[src/rtl/tcp_pkg.sv]
package tcp_pkg;
  localparam int TCP_NCH = 4;
  localparam int TCP_CW = 16;
  localparam logic [7:0] TCP_CTRL = 8'h00;
  localparam logic [7:0] TCP_EVENT = 8'h04;
  localparam logic [7:0] TCP_STATUS = 8'h08;
  localparam logic [7:0] TCP_IRQEN = 8'h0C;
  localparam logic [7:0] TCP_COUNT = 8'h10;
  localparam logic [7:0] TCP_RELOAD = 8'h14;
  localparam logic [7:0] TCP_CHMODE = 8'h18;
  localparam logic [7:0] TCP_OUTCFG = 8'h1C;
  localparam logic [7:0] TCP_DEADTIME = 8'h20;
  localparam logic [7:0] TCP_CMP0 = 8'h24;
  localparam int TCP_B_RUN = 0;
  localparam int TCP_B_DIR = 1;
  localparam int TCP_B_CMS = 2;
  localparam int TCP_B_RELOAD_PRELOAD_EN = 4;
  localparam int TCP_B_MOE = 5;
  localparam int TCP_B_UG = 0;
  localparam int TCP_CHMODE_W = 4;
  localparam int TCP_OUTCFG_W = 6;
  localparam logic [15:0] TCP_RELOAD_RST = 16'hFFFF;
  localparam logic [2:0] TCP_OC_FROZEN = 3'h0;
  localparam logic [2:0] TCP_OC_ACTIVE = 3'h1;
  localparam logic [2:0] TCP_OC_INACTIVE = 3'h2;
  localparam logic [2:0] TCP_OC_TOGGLE = 3'h3;
  localparam logic [2:0] TCP_OC_FORCE_LO = 3'h4;
  localparam logic [2:0] TCP_OC_FORCE_HI = 3'h5;
  localparam logic [2:0] TCP_OC_PWM1 = 3'h6;
  localparam logic [2:0] TCP_OC_PWM2 = 3'h7;
  localparam logic [1:0] TCP_CMS_EDGE = 2'h0;
  localparam logic [1:0] TCP_CMS_DOWN = 2'h1;
  localparam logic [1:0] TCP_CMS_UP = 2'h2;
  localparam logic [7:0] TCP_DT_SAT = 8'hFF;

  typedef enum logic [1:0] {
    TCP_BUS_IDLE = 2'b00,
    TCP_BUS_WRITE = 2'b01,
    TCP_BUS_READ = 2'b10
  } tcp_bus_type;

  typedef struct packed {
    logic main_en;
    logic main_pol;
    logic compl_en;
    logic compl_pol;
    logic main_idle;
    logic compl_idle;
  } tcp_outcfg_type;

  typedef struct packed {
    logic [7:0] cnt;
    logic want_main;
    logic want_compl;
    logic main;
    logic compl;
  } tcp_dtg_state_type;
endpackage : tcp_pkg

[src/rtl/tcp_deadtime.sv]
`timescale 1ns/10ps
module tcp_deadtime
  import tcp_pkg::*;
(
  input wire logic i_ref_clk,
  input wire logic i_rst,
  input wire logic i_ref,
  input wire logic [7:0] i_deadtime,
  input wire logic i_moe,
  input wire tcp_outcfg_type i_cfg,
  output logic o_main,
  output logic o_compl
);
  tcp_dtg_state_type r;
  tcp_dtg_state_type next_r;
  logic both;
  logic act_main;
  logic act_compl;
  logic done;

  always_comb begin
    next_r = r;
    both = i_cfg.main_en & i_cfg.compl_en;
    if (i_moe) begin
      act_main = i_cfg.main_en & i_ref;
      act_compl = i_cfg.compl_en & (both ? ~i_ref : i_ref); // RL24
    end else begin
      act_main = i_cfg.main_idle ^ i_cfg.main_pol; // RL22
      act_compl = i_cfg.compl_idle ^ i_cfg.compl_pol; // RL22
    end
    if ((act_main != r.want_main) || (act_compl != r.want_compl)) begin
      next_r.cnt = 8'h00; // RL26
    end else if (r.cnt != TCP_DT_SAT) begin
      next_r.cnt = r.cnt + 8'h01; // RL26
    end
    next_r.want_main = act_main;
    next_r.want_compl = act_compl;
    done = both ? (next_r.cnt >= i_deadtime) : 1'b1; // RL18 RL19
    next_r.main = (act_main & done) ^ i_cfg.main_pol; // RL20 RL21 RL17
    next_r.compl = (act_compl & done) ^ i_cfg.compl_pol; // RL20 RL21 RL17
  end

  always_ff @(posedge i_ref_clk) begin
    if (i_rst) begin
      r <= '0;
    end else begin
      r <= next_r;
    end
  end

  assign o_main = r.main;
  assign o_compl = r.compl;

  a_dead_gap: assert property (@(posedge i_ref_clk) disable iff (i_rst) // RL20
    ($rose(i_ref) && i_moe && both && !i_cfg.main_pol && i_deadtime > 8'h01 && $stable(i_deadtime))
    |=> !o_main) else $error("Main output rose without dead time.");
  a_no_overlap: assert property (@(posedge i_ref_clk) disable iff (i_rst) // RL21
    (i_moe && both && !i_cfg.main_pol && !i_cfg.compl_pol && $stable(i_moe) && $stable(i_cfg))
    |=> !(o_main && o_compl)) else $error("Main and complementary outputs both active.");
endmodule : tcp_deadtime

[src/rtl/tcp_timer_channel.sv]
`timescale 1ns/10ps
// Summary of operation
// RL1 - On match, mode 000 holds, 001 sets, 010 clears, 011 toggles the reference.
// RL2 - Each match sets the channel flag; the request rises only when enabled.
// RL3 - In output compare modes the update event leaves the reference alone.
// RL4 - Reference changes on the very count that matches.
// RL5 - Compare writes act at once, or at next update when preload is on.
// RL6 - Mode 110 is PWM 1 and 111 is PWM 2, per channel.
// RL7 - Period follows reload, duty follows compare, compared every count.
// RL8 - Shadows load from preload only on an update; software forces one first.
// RL9 - PWM 1 counting up: high while counter is below compare.
// RL10 - Compare above reload keeps it high; compare zero keeps it low.
// RL11 - PWM 1 counting down: low while counter exceeds compare, else high.
// RL12 - Any nonzero center select counts center aligned; it picks flag direction.
// RL13 - Center select 01 sets flags only while counting down.
// RL14 - Hardware owns the direction bit in center-aligned counting.
// RL15 - Center counting starts in the held direction; don't write both fields together.
// RL16 - Counter write above reload keeps direction; zero or reload sets it, no update.
// RL17 - Main and complementary polarity are chosen independently.
// RL18 - Dead time works only with both output enables and master enable.
// RL19 - One eight-bit dead-time field serves every channel.
// RL20 - Main delays the reference rise; complementary delays its inverted rise.
// RL21 - Pulses shorter than the dead time are dropped.
// RL22 - Dead time is also inserted when master enable falls to idle.
// RL23 - Mode 101 forces reference high, 100 low; flags keep working.
// RL24 - Complementary alone follows the reference uninverted.
// RL25 - PWM 2 is the inverse of PWM 1.
// RL26 - Dead time counts one kernel clock per setting step.
module tcp_timer_channel
  import tcp_pkg::*;
(
  input wire logic i_ref_clk,
  input wire logic i_rst,
  input wire logic hsel,
  input wire logic [31:0] haddr,
  input wire logic [1:0] htrans,
  input wire logic hwrite,
  input wire logic [2:0] hsize,
  input wire logic [31:0] hwdata,
  input wire logic hready,
  output logic [31:0] hrdata,
  output logic hreadyout,
  output logic hresp,
  output logic [TCP_NCH-1:0] o_main_output,
  output logic [TCP_NCH-1:0] o_compl_output,
  output logic o_match_irq
);
  typedef struct packed {
    tcp_bus_type phase;
    logic [7:0] waddr;
    logic [31:0] rdata;
    logic ready;
    logic run;
    logic dir;
    logic [1:0] center_align_sel;
    logic reload_preload_en;
    logic master_out_en;
    logic [TCP_CW-1:0] cnt;
    logic [TCP_CW-1:0] arr_pre;
    logic [TCP_CW-1:0] arr;
    logic [TCP_NCH-1:0][2:0] mode;
    logic [TCP_NCH-1:0] ocpe;
    logic [TCP_NCH-1:0] flag;
    logic [TCP_NCH-1:0] irq_en;
    logic [TCP_NCH-1:0] ref_wave;
    logic [TCP_NCH-1:0][TCP_CW-1:0] ccr_pre;
    logic [TCP_NCH-1:0][TCP_CW-1:0] ccr;
    tcp_outcfg_type [TCP_NCH-1:0] ocfg;
    logic [7:0] dt;
    logic irq;
  } tcp_state_type;

  tcp_state_type r;
  tcp_state_type next_r;
  logic wr;
  logic update_event;
  logic [TCP_NCH-1:0] hit;
  logic [TCP_NCH-1:0] hit_flag;
  logic [TCP_NCH-1:0] wr_cmp;
  logic [TCP_CW-1:0] wval;

  function automatic logic [31:0] read_reg(input tcp_state_type s, input logic [7:0] a);
    logic [31:0] d;
    d = 32'h0000_0000;
    case (a)
      TCP_CTRL: d[5:0] = {s.master_out_en, s.reload_preload_en, s.center_align_sel, s.dir, s.run};
      TCP_STATUS: d[TCP_NCH-1:0] = s.flag;
      TCP_IRQEN: d[TCP_NCH-1:0] = s.irq_en;
      TCP_COUNT: d[TCP_CW-1:0] = s.cnt;
      TCP_RELOAD: d[TCP_CW-1:0] = s.arr_pre;
      TCP_DEADTIME: d[7:0] = s.dt;
      default: d = 32'h0000_0000;
    endcase
    for (int i = 0; i < TCP_NCH; i++) begin
      d[i*TCP_CHMODE_W +: TCP_CHMODE_W] = (a == TCP_CHMODE) ? {s.ocpe[i], s.mode[i]}
        : d[i*TCP_CHMODE_W +: TCP_CHMODE_W];
      d[i*TCP_OUTCFG_W +: TCP_OUTCFG_W] = (a == TCP_OUTCFG) ? s.ocfg[i]
        : d[i*TCP_OUTCFG_W +: TCP_OUTCFG_W];
      if (a == TCP_CMP0 + 8'(4 * i)) begin
        d[TCP_CW-1:0] = s.ccr_pre[i];
      end
    end
    return d;
  endfunction : read_reg

  always_comb begin
    next_r = r;
    next_r.ready = 1'b1;
    wr = (r.phase == TCP_BUS_WRITE);
    wval = hwdata[TCP_CW-1:0];
    update_event = 1'b0;
    hit = '0;
    hit_flag = '0;
    wr_cmp = '0;
    if (hsel && htrans[1] && hready) begin
      next_r.phase = hwrite ? TCP_BUS_WRITE : TCP_BUS_READ;
      next_r.waddr = {haddr[7:2], 2'b00};
      next_r.rdata = hwrite ? 32'h0000_0000 : read_reg(r, {haddr[7:2], 2'b00});
    end else begin
      next_r.phase = TCP_BUS_IDLE;
    end

    if (r.run) begin
      if (r.center_align_sel == TCP_CMS_EDGE) begin
        if (!r.dir) begin
          if (r.cnt >= r.arr) begin
            next_r.cnt = '0;
            update_event = 1'b1;
          end else begin
            next_r.cnt = r.cnt + 1'b1;
          end
        end else if (r.cnt == '0) begin
          next_r.cnt = r.arr;
          update_event = 1'b1;
        end else begin
          next_r.cnt = r.cnt - 1'b1;
        end
      end else if (!r.dir) begin
        if (r.cnt >= r.arr) begin
          next_r.dir = 1'b1; // RL14
          next_r.cnt = r.cnt - 1'b1;
          update_event = 1'b1;
        end else begin
          next_r.cnt = r.cnt + 1'b1;
        end
      end else if (r.cnt == '0) begin
        next_r.dir = 1'b0; // RL14
        next_r.cnt = {{(TCP_CW-1){1'b0}}, 1'b1};
        update_event = 1'b1;
      end else begin
        next_r.cnt = r.cnt - 1'b1;
      end
    end

    if (wr) begin
      case (r.waddr)
        TCP_CTRL: begin
          next_r.run = hwdata[TCP_B_RUN];
          next_r.center_align_sel = hwdata[TCP_B_CMS +: 2];
          next_r.reload_preload_en = hwdata[TCP_B_RELOAD_PRELOAD_EN];
          next_r.master_out_en = hwdata[TCP_B_MOE];
          if (r.center_align_sel == TCP_CMS_EDGE) begin
            next_r.dir = hwdata[TCP_B_DIR]; // RL14 RL15
          end
        end
        TCP_EVENT: begin
          if (hwdata[TCP_B_UG]) begin
            update_event = 1'b1; // RL8
            next_r.cnt = (r.center_align_sel == TCP_CMS_EDGE && r.dir) ? r.arr_pre : '0;
          end
        end
        TCP_IRQEN: next_r.irq_en = hwdata[TCP_NCH-1:0];
        TCP_COUNT: begin
          next_r.cnt = wval;
          if (r.center_align_sel != TCP_CMS_EDGE && wval == '0) begin
            next_r.dir = 1'b0; // RL16
          end else if (r.center_align_sel != TCP_CMS_EDGE && wval == r.arr) begin
            next_r.dir = 1'b1; // RL16
          end
        end
        TCP_RELOAD: begin
          next_r.arr_pre = wval;
          if (!r.reload_preload_en) begin
            next_r.arr = wval;
          end
        end
        TCP_DEADTIME: next_r.dt = hwdata[7:0]; // RL19
        default: next_r.dt = r.dt;
      endcase
    end

    for (int i = 0; i < TCP_NCH; i++) begin
      if (wr && r.waddr == TCP_CHMODE) begin
        {next_r.ocpe[i], next_r.mode[i]} = hwdata[i*TCP_CHMODE_W +: TCP_CHMODE_W]; // RL6
      end
      if (wr && r.waddr == TCP_OUTCFG) begin
        next_r.ocfg[i] = hwdata[i*TCP_OUTCFG_W +: TCP_OUTCFG_W]; // RL17
      end
      wr_cmp[i] = wr && (r.waddr == TCP_CMP0 + 8'(4 * i));
      if (wr_cmp[i]) begin
        next_r.ccr_pre[i] = wval;
        if (!r.ocpe[i]) begin
          next_r.ccr[i] = wval; // RL5
        end
      end
      if (update_event) begin
        next_r.ccr[i] = next_r.ccr_pre[i]; // RL5 RL8
      end
    end
    if (update_event) begin
      next_r.arr = next_r.arr_pre; // RL8
    end

    for (int i = 0; i < TCP_NCH; i++) begin
      hit[i] = r.run && (next_r.cnt == next_r.ccr[i]); // RL4 RL7
      case (r.center_align_sel)
        TCP_CMS_EDGE: hit_flag[i] = hit[i];
        TCP_CMS_DOWN: hit_flag[i] = hit[i] && r.dir; // RL13
        TCP_CMS_UP: hit_flag[i] = hit[i] && !r.dir; // RL12
        default: hit_flag[i] = hit[i]; // RL12
      endcase
      if (wr && r.waddr == TCP_STATUS) begin
        next_r.flag[i] = (r.flag[i] & hwdata[i]) | hit_flag[i]; // RL2
      end else begin
        next_r.flag[i] = r.flag[i] | hit_flag[i]; // RL2
      end
      case (next_r.mode[i])
        TCP_OC_FROZEN: next_r.ref_wave[i] = r.ref_wave[i]; // RL1 RL3
        TCP_OC_ACTIVE: next_r.ref_wave[i] = hit[i] | r.ref_wave[i]; // RL1
        TCP_OC_INACTIVE: next_r.ref_wave[i] = !hit[i] & r.ref_wave[i]; // RL1
        TCP_OC_TOGGLE: next_r.ref_wave[i] = hit[i] ^ r.ref_wave[i]; // RL1
        TCP_OC_FORCE_LO: next_r.ref_wave[i] = 1'b0; // RL23
        TCP_OC_FORCE_HI: next_r.ref_wave[i] = 1'b1; // RL23
        TCP_OC_PWM1: next_r.ref_wave[i] = next_r.dir ? (next_r.cnt <= next_r.ccr[i])
          : (next_r.cnt < next_r.ccr[i]); // RL9 RL10 RL11
        TCP_OC_PWM2: next_r.ref_wave[i] = next_r.dir ? !(next_r.cnt <= next_r.ccr[i])
          : !(next_r.cnt < next_r.ccr[i]); // RL25
        default: next_r.ref_wave[i] = r.ref_wave[i];
      endcase
    end
    next_r.irq = |(next_r.flag & next_r.irq_en); // RL2
  end

  always_ff @(posedge i_ref_clk) begin
    if (i_rst) begin
      r <= '0;
      r.arr_pre <= TCP_RELOAD_RST;
      r.arr <= TCP_RELOAD_RST;
    end else begin
      r <= next_r;
    end
  end

  for (genvar g = 0; g < TCP_NCH; g++) begin : g_ch
    tcp_deadtime u_dt (
      .i_ref_clk(i_ref_clk),
      .i_rst(i_rst),
      .i_ref(r.ref_wave[g]),
      .i_deadtime(r.dt),
      .i_moe(r.master_out_en),
      .i_cfg(r.ocfg[g]),
      .o_main(o_main_output[g]),
      .o_compl(o_compl_output[g])
    );
  end

  assign hrdata = r.rdata;
  assign hreadyout = r.ready;
  assign hresp = 1'b0;
  assign o_match_irq = r.irq;

  a_flag_set: assert property (@(posedge i_ref_clk) disable iff (i_rst) // RL2
    hit_flag[0] |=> r.flag[0]) else $error("Match did not set the flag.");
  a_irq_gate: assert property (@(posedge i_ref_clk) disable iff (i_rst) // RL2
    o_match_irq == |(r.flag & r.irq_en)) else $error("Request does not follow enabled flags.");
  a_center_down: assert property (@(posedge i_ref_clk) disable iff (i_rst) // RL13
    (r.center_align_sel == TCP_CMS_DOWN && !r.dir && !(wr && r.waddr == TCP_STATUS)) |-> !hit_flag[0])
    else $error("Flag raised while counting up in down-only center mode.");
  a_match_set: assert property (@(posedge i_ref_clk) disable iff (i_rst) // RL1
    (hit[0] && next_r.mode[0] == TCP_OC_ACTIVE) |=> r.ref_wave[0])
    else $error("Active-on-match did not drive reference high.");
  a_match_toggle: assert property (@(posedge i_ref_clk) disable iff (i_rst) // RL1
    (hit[0] && r.mode[0] == TCP_OC_TOGGLE && next_r.mode[0] == TCP_OC_TOGGLE)
    |=> r.ref_wave[0] != $past(r.ref_wave[0])) else $error("Toggle-on-match did not toggle.");
  a_oc_uev: assert property (@(posedge i_ref_clk) disable iff (i_rst) // RL3
    (update_event && !hit[0] && r.mode[0] < TCP_OC_FORCE_LO && next_r.mode[0] == r.mode[0])
    |=> $stable(r.ref_wave[0])) else $error("Update event moved an output compare reference.");
  a_pwm1_up: assert property (@(posedge i_ref_clk) disable iff (i_rst) // RL9
    (r.mode[0] == TCP_OC_PWM1 && !r.dir) |-> r.ref_wave[0] == (r.cnt < r.ccr[0]))
    else $error("PWM 1 upcount level wrong.");
  a_pwm1_down: assert property (@(posedge i_ref_clk) disable iff (i_rst) // RL11
    (r.mode[0] == TCP_OC_PWM1 && r.dir && r.cnt > r.ccr[0]) |-> !r.ref_wave[0])
    else $error("PWM 1 downcount level wrong.");
  a_pwm2_inv: assert property (@(posedge i_ref_clk) disable iff (i_rst) // RL25
    (r.mode[0] == TCP_OC_PWM2 && !r.dir) |-> r.ref_wave[0] == (r.cnt >= r.ccr[0]))
    else $error("PWM 2 is not the inverse of PWM 1.");
  a_preload_hold: assert property (@(posedge i_ref_clk) disable iff (i_rst) // RL5
    (wr_cmp[0] && r.ocpe[0] && !update_event) |=> r.ccr[0] == $past(r.ccr[0]))
    else $error("Preloaded compare reached the shadow without update.");
  a_forced_hi: assert property (@(posedge i_ref_clk) disable iff (i_rst) // RL23
    (r.mode[0] == TCP_OC_FORCE_HI) |-> r.ref_wave[0]) else $error("Forced high not held.");
endmodule : tcp_timer_channel

[config.mk]
export PLATFORM = sky130hd
export DESIGN_NAME = tcp_timer_channel
export DESIGN_NICKNAME = d
export VERILOG_FILES = /design/src/rtl/tcp_pkg.sv /design/src/rtl/tcp_deadtime.sv /design/src/rtl/tcp_timer_channel.sv
export SDC_FILE = /design/constraint.sdc
export NUM_CORES = 1
export LEC_CHECK = 0
export ABC_CLOCK_PERIOD_IN_PS = 6400
export BUFFER_PORTS_ARGS = -buffer_cell sky130_fd_sc_hd__buf_2
export CAP_MARGIN = 40
export CORE_MARGIN = 10
export CORE_UTILIZATION = 60
export CTS_CLUSTER_DIAMETER = 60
export DETAILED_ROUTE_END_ITERATION = 7
export PLACE_DENSITY = 0.79
export SKIP_LAST_GASP = 1
export SLEW_MARGIN = 10
export SYNTH_ARGS = -nofsm -noshare
export SYNTH_HDL_FRONTEND = slang
export SYNTH_HIERARCHICAL = 1
export SYNTH_SLANG_ARGS = --single-unit
[constraint.sdc]
create_clock -name i_ref_clk -period 6.4 [get_ports i_ref_clk]
set_clock_uncertainty 0.1 [all_clocks]
set_input_delay 0.96 -clock i_ref_clk [delete_from_list [all_inputs] [get_ports i_ref_clk]]
set_output_delay 0.96 -clock i_ref_clk [all_outputs]
set_load 0.03 [all_outputs]
== Yosys cells after proc, flatten, opt, wreduce, memory -nomap -nowiden ==
Cells that the tools add are included.
Widths: inputs -> output; s select.
Word-level totals
  flip-flop bits (word level): 332
  bits of input ports: 74
  logic and storage cells: 419
Cells by class
  $add $sub $neg: 6
  order comparisons: 13
  equal/unequal tests: 72
  multiplexer cells: 127
  bitwise gates (word level): 66
  reductions and logical operators: 58
Operator list (number)
  $mux 16: 32
  $mux 244: 1
  $eq 16x16->1: 5
  $mux 8: 10
  $le 16x16->1: 4
  $lt 16x16->1: 4
  $eq 6x4->1 const B: 10
  $mux 54: 1
  $eq 3x3->1 const B: 16
  $eq 6x3->1 const B: 8
  $mux 6: 8
  $mux 1: 47
  $add 8x1->8 const B: 4
  $ge 8x8->1: 4
  $logic_not 16->1: 2
  $mux 32: 1
  $ne 8x8->1 const B: 4
  $pmux 16 s2: 1
  $and 1x1->1: 28
  $mux 4: 7
  $pmux 1 s7: 4
  $eq 3x2->1 const B: 8
  $eq 6x2->1 const B: 4
  $logic_and 1x1->1: 24
  32 further kinds: 105

== Longest topological paths before layout ==
  word-level depth: 18
  mapped depth: 25
  depth with buffers taken out: 22

== Cells and area by module ==
The synthesis kept the hierarchy.
Modules (own cells, without submodules)
  tcp_timer_channel: times used 1, cells an instance 2155, area an instance 16558.4 um2, seq. area each 5525.3 um2
  tcp_deadtime at g_ch[1].u_dt ...: times used 3, cells an instance 102, area an instance 890.9 um2, seq. area each 240.2 um2
  tcp_deadtime at g_ch[0].u_dt: times used 1, cells an instance 105, area an instance 853.3 um2, seq. area each 240.2 um2

== Worst setup path before layout ==
OpenSTA, ideal clock, no wires.
  path kind: flip-flop to flip-flop
  start: reg, netlist name r[204]
  end: reg, netlist name r[161]
  arrival time: 4942 ps
  required time: 6180 ps
  path slack: 1239 ps
  cell stages (with the launch flop): 25
  buffers on the path: 2
  period minus slack after synthesis: 5161 ps
  cell sequence: dfxtp_1 inv_1 ha_1 nand4_1 or3_1 or4_1 buf_2 and3_1 clkbuf_1 a41oi_1 o41ai_1 a2bb2oi_1 o21ai_0 ha_1 nand4_1 nor2_1 nand2_1 nor4_1 nand2_1 ha_1 mux2i_1 o21ai_0 a21oi_1 nor2_1 a211o_1

==> impl_metrics.csv <==
group,metric,value,unit
grt,antenna_found_initial,1,
sta,slew_headroom,36.2,%
clock_network,cts_tree,"done",
synth,synth_mux_area_share,1.89,%
synth,synth_cell_type_count,93,
placed_design,hpwl,57.0,mm
die,die_area,0.0412,mm²
hold_path,hold_depth,2,
synth,yosysTopAreaCellShare,32.3,%
hold_path,holdPathEnd,"r[58]$_SDFF_PP0_",
critical_path,cp_slowest_stage_delay,0.68,ns
critical_path,cp-start-kind,"register",
critical_path,critPathMaxFanout,9,
synth,yosys.area_share.adder,7.97,%
synth,synth_top_family_by_area,"compound AO/OA/AOI/OAI gates",
critical_path,slowest_stage,"or4_1",
cells_and_area,fin_util,67.6,%
clock_network,cts_num_sinks,324,
placed_design,placement.io_buffers,69,
sta,fin_setup_tns,0,ns
detailed_routing,drt_iter0_markers,2885,
pwr,total_power,4.51,mW
critical_path,cpLargestDelayFamily,"simple AND/OR/NAND/NOR gates",
pwr,ir_drop,247,µV
clock_network,numCtsBuffers,37,
pwr,power.switching,1.18,mW
clock_network,clock_path_buffers,3,
synth,syn_avg_cell_area,7.83,µm²
detailed_routing,vias,20772,
sta,final_hold_viol_count,0,
synth,synthArstFlopShare,0,%
synth,synth_xor_area_share,2.27,%
critical_path,crit_arrival,6.54,ns
clock_network,insertion_delay,0.54,ns
sta,rsz0062_at_grt,"false",
clock_network,cts_root_buf,"clkbuf_16",
die,rows,66,
clock_network,cts_htree_levels,2,
pwr,p_int,3.33,mW
critical_path,critical_path_buf_inv_count,2,
critical_path,crit-reg2reg-launch,"r[203]$_SDFFE_PP1P_",
run_status,violations,"DRC",
synth,synth_simple_gate_area_share,23.8,%
detailed_routing,detail_route.first_pass.iterations,8,
hold_path,min_path_type,"register to register",
die,start_util,61.3,%
grt,gr-total-overflow,0,
synth,synth_top_flop_cell,"dfxtp_1",
grt,grt_pass1_vias,19622,
synth,synth_compound_gate_area_share,25.4,%
die,core_area,0.0328,mm²
cells_and_area,area_growth,10.4,%
synth,synth_enable_flop_cells,0,
synth,yosysSeqAreaShare,32.3,%
pwr,leakagePower,9.36,nW
die,io_pins,117,
critical_path,required,6.73,ns
clock_network,post_cts.repair.setup_buffers,0,
pwr,swShare,26.1,%
placed_design,post-place-ws,0.437,ns
synth,netlist_instances,2566,
synth,synth_area,0.0201,mm²
placed_design,gpl.final_weighted_congestion,1.05,
sta,worst_pin_slew,0.957,ns
hold_path,hp-start,"r[58]$_SDFF_PP0_",
placed_design,place_area,0.0210,mm²
detailed_routing,drcViolationCount,10,
pwr,p_per_area,203,mW/mm²
cells_and_area,n_antenna_cell,0,
pwr,pwr-share-comb,8.9,%
sta,fin_ws,0.188,ns
detailed_routing,wl_per_cell,25.9,µm
synth,synthMostInstantiatedCell,"nand2_1",
die,die_h,203,µm
clock_network,holdBufCountCts,0,
cells_and_area,layout-drive-gt1-share,11.8,%
critical_path,endpoint_kind,"register",
die,die_x,203,µm
sta,finalSetupViolations,0,
cells_and_area,nets,2793,
critical_path,reg2reg_to,"r[161]$_SDFFE_PP0P_",
cells_and_area,multiInputGateArea,0.0124,mm²
critical_path,startpoint,"r[203]$_SDFFE_PP1P_",
cells_and_area,design_area,0.0222,mm²
grt,grt_max_degree,106,
grt,grt_usage,36.9,%
cells_and_area,regArea,0.00649,mm²
grt,grt_pass1_wl,118,mm
critical_path,critical_path_class,"register to register",
sta,layout_min_cycle_time,6.21,ns
detailed_routing,drtAntennaViolNets,0,
pwr,seq_power_share,45.2,%
critical_path,crit_chain,"inv_1 > ha_1 > nand4_1 > or3_1 > or4_1 > a31oi_4 > o21a_1 > o21ai_1 > o221ai_1 > ha_1 > nand4_1 > nor2_1 > nand2_1 > nor4_1 > buf_4 > nand2_1 > ha_1 > mux2i_1 > o21ai_0 > a21oi_1 > nor2_1 > a211o_1",
synth,ys_seq_elements,324,
synth,ys_top_cells_by_count,"446 x nand2_1, 324 x dfxtp_1, 194 x a21oi_1",
detailed_routing,viasPerCell,6.79,
critical_path,r2r_slack,0.19,ns
critical_path,worstRegToRegCells,22,
clock_network,cts_resized,0,
critical_path,cp_common_cell,"ha_1",
pwr,clkPwrFrac,45.9,%
flow_run,cap_violations,0,
synth,ys_warn_count,6,
detailed_routing,routed_wl,79.1,mm
sta,clock.fmax,0.161,GHz
synth,synth_top_area_cell,"dfxtp_1",
synth,synthTopCellsByArea,"dfxtp_1 32%, nand2_1 8.3%, ha_1 8.0%, a21oi_1 4.8%, a22oi_1 4.4%",
sta,fin_crit_sh,97.1,%
cells_and_area,filler_cell_count,2781,
run_status,status,"complete, but fails checks",
sta,slew_viol_final,0,
clock_network,cts.reportedPaths.clkPinSlew,0.06,ns
## final cells by class
class | instances | area share, %
multi-input combinational | 1965 | 56.0
sequential | 324 | 29.3
timing repair buffer | 177 | 5.62
clock buffer | 51 | 4.68
tap | 442 | 2.49
inverter | 86 | 1.46
clock inverter | 13 | 0.525
## cell families (layout without fill, tap and decap cells)
| family | Yosys count | in the layout |
|---|---|---|
| simple gates | 1006 | 1006 |
| compound gates | 734 | 734 |
| flops | 324 | 324 |
| buf+inv | 285 | 327 |
| fa+ha+maj | 128 | 128 |
| xor+xnor | 52 | 52 |
| mux | 36 | 36 |
| other cells | 1 | 9 |
## metrics by stage
step	cells	hold WS, ns
4_1_cts	3057	0.339
3_5_place_dp	2993	0.330
6_report	3058	0.338
5_1_grt	3058	0.351
2_1_floorplan	2574	0.307
3_3_place_gp	2980	0.316
## power groups by stage
stage / combinational [mW] / sequential (mW) / clock [mW]
2_1_floorplan: 0.221 / 2.08 / 0
3_3_place_gp: 0.368 / 2.08 / 0
3_5_place_dp: 0.380 / 2.08 / 0
4_1_cts: 0.383 / 2.04 / 2.07
5_1_grt: 0.415 / 2.04 / 2.15
6_report: 0.401 / 2.04 / 2.07
## worst max-delay path by stage
| stage | cells past startpoint | endpoint | slack [ns] |
|---|---|---|---|
| floorplan | 24 | r[161]$_SDFFE_PP0P_ | 1.24 |
| global placement | 21 | r[162]$_SDFFE_PP0P_ | 0.45 |
| detailed placement | 21 | r[162]$_SDFFE_PP0P_ | 0.44 |
| CTS | 22 | r[161]$_SDFFE_PP0P_ | 0.41 |
| global route | 21 | r[162]$_SDFFE_PP0P_ | 0.04 |
| finish | 22 | r[161]$_SDFFE_PP0P_ | 0.19 |
## worst register-to-register path, stage by stage (launching register included)
cell and delay (ns):
dfxtp_1 0.40, inv_1 0.10, ha_1 0.32, nand4_1 0.15, or3_1 0.43, or4_1 0.68, a31oi_4 0.28, o21a_1 0.56
o21ai_1 0.39, o221ai_1 0.33, ha_1 0.20, nand4_1 0.12, nor2_1 0.17, nand2_1 0.11, nor4_1 0.32, buf_4 0.22
nand2_1 0.11, ha_1 0.33, mux2i_1 0.12, o21ai_0 0.10, a21oi_1 0.24, nor2_1 0.09, a211o_1 0.24
## metal layers
layer,share of wire [%],wire length (µm),GRT usage (%)
met4,7.9,6250,25.2
met1,37,29000,44.1
met2,42,33600,56.0
met3,13,10300,11.4
met5,0.016,13,0
## cells in the final DEF (no fill, tap or decap), types with 68 or more instances in the layout
cell     instances
o21ai_0        128
ha_1           128
a21oi_1        194
inv_1           85
nand3_1         84
buf_4           97
nand2_1        446
nor2_1         176
dfxtp_1        324
a22oi_1        117
buf_2           68
## flip-flops by register name, indices dropped and copies added, names as in the netlist
register / cells
r: 250
g_ch.u_dt/r: 40
hrdata: 24
g_ch.u_dt/o_compl: 4
g_ch.u_dt/o_main: 4
hreadyout: 1
o_match_irq: 1
(Power assumes the default switching activity.)
